`src/bft_map.svh`:
```
// Behaviour
// - Current-only: pick-up starts both timers directly
// - Current-only: trips after retrip and backup delays
// - Current-only: timers clear when current drops
// - Current-and-output: timing waits for primary trip
// - Current-and-output: either condition lost resets timers
// - Failed second-coil trip escalates to backup trip
// - Current-or-output: either condition starts timing
// - Current-or-output: reset only when both gone
// - Retrip unused: both timers run, only backup trip asserts
// - Digital-input mode: input drives backup timer
// - ON and OFF events on status changes
// - Per-event mask selects ON, OFF events
// - Resettable counters for trips, starts, blocks
// - Circular log keeps latest twelve records
// - Record holds time, event, currents, remaining times
// - Pick-up releases below 97 percent threshold
// - Block at pick-up gives blocked, no timing
// - Separate retrip, backup delays in 5 ms
// - Retrip disabled never asserts second-coil trip
`ifndef BFT_MAP_SVH
`define BFT_MAP_SVH

`define BFT_CLK_NS      10
`define BFT_TICK_US     5000
`define BFT_LOG_DEPTH   12
`define BFT_HYST_NUM    97
`define BFT_HYST_DEN    100
`define BFT_NUM_EV      8

`define BFT_EV_START    0
`define BFT_EV_RETRIP   1
`define BFT_EV_BACKUP   2
`define BFT_EV_BLOCK    3
`define BFT_EV_OUTMON   4
`define BFT_EV_SIGNAL   5
`define BFT_EV_PHASE    6
`define BFT_EV_RES      7

`endif

```
`src/bft_pkg.sv`:
```
package bft_pkg;
    typedef enum logic [1:0] {
        BFT_MODE_CUR,
        BFT_MODE_CUR_AND_OUT,
        BFT_MODE_CUR_OR_OUT,
        BFT_MODE_INPUT
    } bft_mode_t;
endpackage

```
`src/bft_log_mem.sv`:
```
`timescale 1ns/1ps
module bft_log_mem #(
    parameter int unsigned WIDTH = 8,
    parameter int unsigned DEPTH = 12,
    parameter int unsigned AW    = 4
) (
    input  wire logic             clk_sys_i, // System clock.
    input  wire logic             wr_en_i,   // Write strobe.
    input  wire logic [AW-1:0]    wr_addr_i, // Write slot.
    input  wire logic [WIDTH-1:0] wr_data_i, // Record to store.
    input  wire logic [AW-1:0]    rd_addr_i, // Read slot.
    output logic      [WIDTH-1:0] rd_data_o  // Registered record.
);
    logic [WIDTH-1:0] mem_q [DEPTH];

    always_ff @(posedge clk_sys_i) begin
        if (wr_en_i) begin
            mem_q[wr_addr_i] <= wr_data_i;
        end
        rd_data_o <= mem_q[rd_addr_i];
    end
endmodule // bft_log_mem

```
`src/bft_top.sv`:
```
`timescale 1ns/1ps
`include "bft_map.svh"
module bft_top #(
    parameter int unsigned TICK_CYCLES = (`BFT_TICK_US * 1000) / `BFT_CLK_NS,
    parameter int unsigned MAG_W       = 16,
    parameter int unsigned DLY_W       = 19,
    parameter int unsigned CNT_W       = 16,
    parameter int unsigned TS_W        = 32,
    parameter int unsigned GRP_W       = 3
) (
    input  wire logic              clk_sys_i,          // System clock, 100 MHz.
    input  wire logic              rst_b_i,            // Asynchronous reset, active low.
    input  wire bft_pkg::bft_mode_t mode_i,            // Start criterion.
    input  wire logic              retrip_en_i,        // Second-coil stage in use.
    input  wire logic              res_en_i,           // Residual monitoring in use.
    input  wire logic [MAG_W-1:0]  phase_max_mag_i,    // Highest phase current magnitude.
    input  wire logic [MAG_W-1:0]  res_mag_i,          // Residual current magnitude.
    input  wire logic [MAG_W-1:0]  phase_threshold_i,  // Phase pick-up threshold.
    input  wire logic [MAG_W-1:0]  residual_current_threshold_i, // Residual pick-up threshold.
    input  wire logic [DLY_W-1:0]  second_coil_delay_i, // Retrip delay in ticks.
    input  wire logic [DLY_W-1:0]  backup_delay_i,     // Backup delay in ticks.
    input  wire logic              primary_trip_i,     // Monitored primary trip output.
    input  wire logic              dig_in_i,           // Dedicated digital input.
    input  wire logic              block_i,            // Block from blocking matrix.
    input  wire logic [GRP_W-1:0]  setting_group_i,    // Active setting group.
    input  wire logic [7:0]        ev_on_mask_i,       // Pass ON events per status bit.
    input  wire logic [7:0]        ev_off_mask_i,      // Pass OFF events per status bit.
    input  wire logic              cnt_clr_i,          // Clear all counters.
    input  wire logic [3:0]        log_rd_addr_i,      // Log slot to read.
    output logic                   start_o,            // Start indication.
    output logic                   second_coil_trip_o, // Retrip contact.
    output logic                   backup_feeder_trip_o, // Backup feeder contact.
    output logic                   blocked_o,          // Blocked indication.
    output logic                   event_valid_o,      // One-cycle event strobe.
    output logic                   event_on_o,         // Event is ON, else OFF.
    output logic [2:0]             event_code_o,       // Status bit that changed.
    output logic [TS_W-1:0]        event_time_o,       // Event time in ticks.
    output logic [CNT_W-1:0]       retrip_cnt_o,       // Second-coil trip count.
    output logic [CNT_W-1:0]       backup_cnt_o,       // Backup trip count.
    output logic [CNT_W-1:0]       start_cnt_o,        // Start count.
    output logic [CNT_W-1:0]       block_cnt_o,        // Blocked count.
    output logic [3:0]             log_wr_ptr_o,       // Next slot to be written.
    output logic [3:0]             log_count_o,        // Valid records.
    output logic [TS_W+3+4*MAG_W+GRP_W-1:0] log_rd_data_o // Registered record.
);
    localparam int unsigned PW    = MAG_W + 7;
    localparam int unsigned REC_W = TS_W + 3 + 4 * MAG_W + GRP_W;
    localparam int unsigned DIV_W = $clog2(TICK_CYCLES + 1);

    function automatic logic pu_next(input logic cur, input logic [MAG_W-1:0] mag, input logic [MAG_W-1:0] thr);
        logic [PW-1:0] m_scaled;
        logic [PW-1:0] t_scaled;
        m_scaled = PW'(mag) * PW'(`BFT_HYST_DEN);
        t_scaled = PW'(thr) * PW'(`BFT_HYST_NUM);
        if (cur) begin
            return !(m_scaled < t_scaled);
        end
        return mag > thr;
    endfunction

    function automatic logic [7:0] lowest(input logic [7:0] v);
        return v & (~v + 8'h01);
    endfunction

    function automatic logic [2:0] index_of(input logic [7:0] onehot);
        logic [2:0] idx;
        idx = 3'h0;
        for (int i = 0; i < 8; i++) begin
            if (onehot[i]) begin
                idx = 3'(i);
            end
        end
        return idx;
    endfunction

    function automatic logic [CNT_W-1:0] cnt_next(input logic [CNT_W-1:0] c, input logic inc, input logic clr);
        if (clr) begin
            return inc ? CNT_W'(1) : '0; // Clear with a coincident increment leaves a count of one.
        end
        return inc ? c + CNT_W'(1) : c;
    endfunction

    function automatic logic [DLY_W-1:0] remain(input logic [DLY_W-1:0] dly, input logic [DLY_W-1:0] cnt);
        return (cnt >= dly) ? '0 : dly - cnt;
    endfunction

    // Program tick divider.
    logic [DIV_W-1:0] div_q;
    logic             tick_q;
    always_ff @(posedge clk_sys_i or negedge rst_b_i) begin
        if (!rst_b_i) begin
            div_q  <= '0;
            tick_q <= 1'b0;
        end else begin
            tick_q <= (div_q == DIV_W'(TICK_CYCLES - 1));
            div_q  <= (div_q == DIV_W'(TICK_CYCLES - 1)) ? '0 : div_q + DIV_W'(1);
        end
    end

    // Pick-up with fixed hysteresis.
    logic ph_pu_q;
    logic res_pu_q;
    always_ff @(posedge clk_sys_i or negedge rst_b_i) begin
        if (!rst_b_i) begin
            ph_pu_q  <= 1'b0;
            res_pu_q <= 1'b0;
        end else begin
            ph_pu_q  <= pu_next(ph_pu_q, phase_max_mag_i, phase_threshold_i);
            res_pu_q <= res_en_i && pu_next(res_pu_q, res_mag_i, residual_current_threshold_i);
        end
    end

    wire logic cur_pu = ph_pu_q | res_pu_q;
    logic      start_cond;
    always_comb begin
        case (mode_i)
            bft_pkg::BFT_MODE_CUR:         start_cond = cur_pu;
            bft_pkg::BFT_MODE_CUR_AND_OUT: start_cond = cur_pu & primary_trip_i;
            bft_pkg::BFT_MODE_CUR_OR_OUT:  start_cond = cur_pu | primary_trip_i;
            bft_pkg::BFT_MODE_INPUT:       start_cond = dig_in_i;
            default:                       start_cond = 1'b0;
        endcase
    end

    // A block that arrives during a start drops it like a released pick-up, but also raises blocked_o.
    wire logic run     = start_cond & ~block_i;
    wire logic blocked = start_cond & block_i;

    // Both timers share the start, halt and reset term; counts saturate at the delay.
    logic [DLY_W-1:0] ret_cnt_q;
    logic [DLY_W-1:0] bk_cnt_q;
    always_ff @(posedge clk_sys_i or negedge rst_b_i) begin
        if (!rst_b_i) begin
            ret_cnt_q <= '0;
            bk_cnt_q  <= '0;
        end else if (!run) begin
            ret_cnt_q <= '0;
            bk_cnt_q  <= '0;
        end else if (tick_q) begin
            if (ret_cnt_q < second_coil_delay_i) ret_cnt_q <= ret_cnt_q + DLY_W'(1);
            if (bk_cnt_q < backup_delay_i) bk_cnt_q <= bk_cnt_q + DLY_W'(1);
        end
    end

    wire logic retrip_d = run & retrip_en_i & (ret_cnt_q >= second_coil_delay_i);
    wire logic backup_d = run & (bk_cnt_q >= backup_delay_i);

    always_ff @(posedge clk_sys_i or negedge rst_b_i) begin
        if (!rst_b_i) begin
            start_o              <= 1'b0;
            second_coil_trip_o   <= 1'b0;
            backup_feeder_trip_o <= 1'b0;
            blocked_o            <= 1'b0;
        end else begin
            start_o              <= run;
            second_coil_trip_o   <= retrip_d;
            backup_feeder_trip_o <= backup_d;
            blocked_o            <= blocked;
        end
    end

    // Event detection; pending bits hold changes so none is lost when several coincide.
    wire logic [7:0] status = {res_pu_q, ph_pu_q, dig_in_i, primary_trip_i,
                               blocked_o, backup_feeder_trip_o, second_coil_trip_o, start_o};
    logic [7:0] prev_q;
    logic [7:0] pend_on_q;
    logic [7:0] pend_off_q;
    wire logic [7:0] rise    = status & ~prev_q;
    wire logic [7:0] fall    = ~status & prev_q;
    wire logic [7:0] sel_on  = lowest(pend_on_q);
    wire logic [7:0] sel_off = (|pend_on_q) ? 8'h00 : lowest(pend_off_q);
    wire logic       pick    = |(sel_on | sel_off);
    wire logic [2:0] pick_ix = index_of(sel_on | sel_off);
    wire logic       pass    = |((sel_on & ev_on_mask_i) | (sel_off & ev_off_mask_i));
    logic [TS_W-1:0] ts_q;

    always_ff @(posedge clk_sys_i or negedge rst_b_i) begin
        if (!rst_b_i) begin
            prev_q        <= 8'h00;
            pend_on_q     <= 8'h00;
            pend_off_q    <= 8'h00;
            ts_q          <= '0;
            event_valid_o <= 1'b0;
            event_on_o    <= 1'b0;
            event_code_o  <= 3'h0;
            event_time_o  <= '0;
        end else begin
            prev_q        <= status;
            pend_on_q     <= (pend_on_q & ~sel_on) | rise;
            pend_off_q    <= (pend_off_q & ~sel_off) | fall;
            ts_q          <= tick_q ? ts_q + TS_W'(1) : ts_q;
            event_valid_o <= pick & pass;
            event_on_o    <= |sel_on;
            event_code_o  <= pick_ix;
            event_time_o  <= ts_q;
        end
    end

    always_ff @(posedge clk_sys_i or negedge rst_b_i) begin
        if (!rst_b_i) begin
            retrip_cnt_o <= '0;
            backup_cnt_o <= '0;
            start_cnt_o  <= '0;
            block_cnt_o  <= '0;
        end else begin
            retrip_cnt_o <= cnt_next(retrip_cnt_o, rise[`BFT_EV_RETRIP], cnt_clr_i);
            backup_cnt_o <= cnt_next(backup_cnt_o, rise[`BFT_EV_BACKUP], cnt_clr_i);
            start_cnt_o  <= cnt_next(start_cnt_o, rise[`BFT_EV_START], cnt_clr_i);
            block_cnt_o  <= cnt_next(block_cnt_o, rise[`BFT_EV_BLOCK], cnt_clr_i);
        end
    end

    // Every ON event is logged whatever the mask says, since the log is a separate record.
    wire logic             log_we  = |sel_on;
    wire logic [MAG_W-1:0] ret_rem = MAG_W'(remain(second_coil_delay_i, ret_cnt_q));
    wire logic [MAG_W-1:0] bk_rem  = MAG_W'(remain(backup_delay_i, bk_cnt_q));
    wire logic [REC_W-1:0] record  = {ts_q, pick_ix, phase_max_mag_i, res_mag_i,
                                      ret_rem, bk_rem, setting_group_i};

    always_ff @(posedge clk_sys_i or negedge rst_b_i) begin
        if (!rst_b_i) begin
            log_wr_ptr_o <= 4'h0;
            log_count_o  <= 4'h0;
        end else if (log_we) begin
            log_wr_ptr_o <= (log_wr_ptr_o == 4'(`BFT_LOG_DEPTH - 1)) ? 4'h0 : log_wr_ptr_o + 4'h1;
            if (log_count_o != 4'(`BFT_LOG_DEPTH)) log_count_o <= log_count_o + 4'h1;
        end
    end

    bft_log_mem #(
        .WIDTH (REC_W),
        .DEPTH (`BFT_LOG_DEPTH),
        .AW    (4)
    ) u_log (
        .clk_sys_i (clk_sys_i),
        .wr_en_i   (log_we),
        .wr_addr_i (log_wr_ptr_o),
        .wr_data_i (record),
        .rd_addr_i (log_rd_addr_i),
        .rd_data_o (log_rd_data_o)
    );
endmodule // bft_top

```
`config.mk`:
```
export PLATFORM = sky130hd
export DESIGN_NAME = bft_top
export DESIGN_NICKNAME = d
export VERILOG_FILES = /design/src/bft_pkg.sv /design/src/bft_log_mem.sv /design/src/bft_top.sv
export VERILOG_INCLUDE_DIRS = /design/src
export SDC_FILE = /design/constraint.sdc
export NUM_CORES = 2
export LEC_CHECK = 0
export BUFFER_PORTS_ARGS = -buffer_cell sky130_fd_sc_hd__clkbuf_2
export CAP_MARGIN = 20
export CORE_MARGIN = 2
export CORE_UTILIZATION = 48
export CTS_CLUSTER_DIAMETER = 30
export DETAILED_ROUTE_END_ITERATION = 8
export PLACE_DENSITY = 0.67
export SYNTH_ARGS = -nofsm -noshare
export SYNTH_HDL_FRONTEND = slang
export SYNTH_HIERARCHICAL = 1
export SYNTH_SLANG_ARGS = --single-unit
```
`constraint.sdc`:
```
create_clock -name clk_sys_i -period 8.8 [get_ports clk_sys_i]
set_clock_uncertainty 0.05 [all_clocks]
set_input_delay 0.88 -clock clk_sys_i [delete_from_list [all_inputs] [get_ports clk_sys_i]]
set_output_delay 0.88 -clock clk_sys_i [all_outputs]
set_load 0.02 [all_outputs]
```
==> results_dict.tcl <==
set metrics [dict create \
    syn-num-nets 4972 \
    grt_overflow_total 0 \
    first_iter_violations 3009 \
    path_common_cell "ha_1" \
    wl_um 164000 \
    track_usage_pct 22.4 \
    final_nets 5549 \
    synth_top_area_share_pct 53.4 \
    required_ps 9490 \
    dp_cells 6523 \
    yosysUniqueCellTypes 95 \
    num_rows 138 \
    status "complete, no violations" \
    grt_max_degree 105 \
    critical_path_class "in -> reg" \
    drive_gt1_share_pct 22.5 \
    slowest_stage "a2111oi_0" \
    area_delta_synth_final_pct 22.1 \
    start_util_pct 48.5 \
    cts.sink_count 1555 \
    powerDensity_nw_per_um2 309 \
    dieWidth_um 383 \
    drc_errors 0 \
    p_leak_nw 33.1 \
    ys_ff_latch 1555 \
    yosysWarnings 6 \
    final_hold_viol_count 0 \
    worstPathBufferInverterCount 1 \
    coreArea_um2 142000 \
    cts_resized 0 \
    wl_per_cell_um 23.0 \
    die_area_um2 146000 \
    synth.area.top_cells "edfxtp_1, dfrtp_1, ha_1" \
    finalCriticalPeriod_ps 5090 \
    slew_violations 0 \
    htreeDepth 5 \
    slew_headroom_pct 28.7 \
    period_share_pct 57.9 \
    synth_edf_count 1224 \
    cts_buffer_depth 4 \
    cp-start-kind "input pin" \
    final_util_pct 59.2 \
    netlist_instances 4400 \
    final_antenna_net_count 0 \
    hp-class "in -> reg" \
    hpwl_um 92700 \
    synth.avg_cell_area_um2 15.6 \
    pin_count 350 \
    die_y_um 383 \
    cp_slowest_stage_delay_ps 690 \
    rsz0062_at_grt "no" \
    synth.largest_area_cell "edfxtp_1" \
    worst_pin_slew_ps 1060 \
    synth_common_cells "edfxtp_1, ha_1, inv_1" \
    finalSetupViolations 0 \
    synthArstFlopShare_pct 14.7 \
    cp_top_family "compound AO/OA/AOI/OAI gates" \
    fmax_mhz 196 \
    clk_pin_slew_ps 50 \
    antenna_found_initial 10 \
    ir_drop_mv 0.196 \
    cts_root_buffer "clkbuf_16" \
    firstDrtPassIters 5 \
    gp_congestion 0.864 \
    cp-end-kind "flop" \
    crit_chain "clkbuf_2 -> ha_1 -> ha_1 -> fa_1 -> ha_1 -> and2b_1 -> o31a_2 -> a2111oi_0 -> o31ai_1 -> mux2i_1 -> a2111oi_0 -> ha_1 -> a211oi_1 -> o21ai_0 -> a2bb2oi_1 -> o41ai_1 -> and3_1" \
    synth_flop_cell "edfxtp_1" \
    critical_path.max_fanout 16 \
    max_cap_viol_count 0 \
    yosysMostFrequentCell "edfxtp_1" \
    insertion_delay_ps 880 \
    grt_pass1_wl_um 249000 \
    port_buffers 349 \
    cts_made_buffers 337 \
    syn_area_um2 68800 \
    tns_ps 0 \
    worstPathArrival_ps 5790 \
    via_count 40352 \
    stdcell_count 7124 \
    vias_per_cell 5.66 \
    grt_pass1_vias 41038 \
    synth_seq_area_share_pct 64.7 \
    tritoncts "done" \
]
==> timing repair <==
item	4_1_cts	5_1_grt
hold buffers	1	0
buffers inserted	0	0
endpoints found under the hold margin	50	0
==> worst reg2reg max path: stages (launching register included) <==
cell and delay, ps:
dfrtp_1 460, nor3_1 170, nand4_1 690, nand3b_1 520, nor2_4 930, buf_4 890
==> area by class of cell <==
cell class	count	area, µm²
Clock inverter	179	2220
Timing Repair Buffer	398	2250
Fill cell	10777	57900
Sequential cell	1555	44500
Tap cell	1890	2360
Clock buffer	416	9180
Inverter	314	1180
Antenna cell	1	2.50
Multi-Input combinational cell	2371	22300
==> cells in the final DEF, fill, tap and decap left out, types with 21 or more instances in the layout <==
cell	count
a22oi_1	106
o221ai_1	103
buf_4	37
mux2i_1	223
a21o_1	44
nand4_1	53
or3_1	23
nand2_1	140
nand3_1	78
a211oi_1	22
clkbuf_2	346
o21ai_0	99
a21oi_1	125
clkinv_2	40
clkinv_4	21
inv_1	314
clkbuf_16	345
mux4_2	204
fa_1	40
clkinvlp_4	40
nand2b_1	22
bufinv_16	44
edfxtp_1	1224
dfrtp_1	229
dfxtp_1	102
clkbuf_8	29
xor2_1	79
nor3_1	40
nor2_1	175
clkbuf_1	43
ha_1	397
xnor2_1	92
and3_1	42
==> cells by family after synthesis <==
logic type	share of synthesized area [%]
xor gates and xnor gates	2.18
muxes	9.97
AOI/OAI and AO/OA	6.55
and+or+nand+nor	5.10
adders and majority gates	8.38
DFF	64.7
buffers and inverters	3.09
==> sequential cells by signal, summed over array words and instances (netlist names), 3 cells and up <==
name and flops:
ret_cnt_q 19, retrip_cnt_o 16, log_count_o 4, u_log/rd_data_o 102, prev_q 8, u_log/mem_q 1224
pend_on_q 8, event_time_o 32, div_q 19, block_cnt_o 16, ts_q 32, start_cnt_o 16
backup_cnt_o 16, pend_off_q 8, log_wr_ptr_o 4, event_code_o 3, bk_cnt_q 19
==> layer usage <==
layer	vias to the layer above	track usage (%)	routed length, µm
met5	-	0	77
met4	12	6.62	3370
met3	278	4.98	11100
met2	1329	35.7	78300
met1	20432	31.0	71200
li1	18301	-	-
==> path summary, 6_finish.rpt <==
| path | to | cells past startpoint | slack (ps) | from |
|---|---|---|---|---|
| min in group asynchronous | event_time_o[8]$_DFF_PN0_ | 2 | 510 | rst_b_i |
| min reg2reg | div_q[0]$_DFF_PN0_ | 1 | 400 | div_q[0]$_DFF_PN0_ |
| min | prev_q[4]$_DFF_PN0_ | 1 | 100 | primary_trip_i |
| max reg2reg | u_log/mem_q[11][69]$_DFFE_PP_ | 5 | 4670 | pend_on_q[0]$_DFF_PN0_ |
| max | res_pu_q$_DFF_PN0_ | 17 | 3710 | res_mag_i[2] |
| max in group asynchronous | res_pu_q$_DFF_PN0_ | 3 | 6810 | rst_b_i |
==> report_power, final <==
group | total, mW | switching (mW) | internal, mW | leakage, nW
Combinational | 3.79 | 2.52 | 1.28 | 12.4
Sequential | 9.74 | 0.351 | 9.38 | 15.1
Clock | 12.5 | 3.83 | 8.63 | 5.48
==> per-stage QoR <==
stage | power [mW] | hold WS, ps | instance area, µm² | setup slack [ps]
3_5_place_dp | 13.7 | 398 | 72600 | 2900
2_1_floorplan | 12.3 | 345 | 68800 | 2410
6_report | 26.0 | 99.1 | 84000 | 3710
4_1_cts | 26.2 | 36.3 | 84000 | 3840
3_3_place_gp | 13.6 | 393 | 72600 | 2970
5_1_grt | 27.0 | 55.9 | 84000 | 3400
No activity file was read; power rests on OpenSTA's default activity.
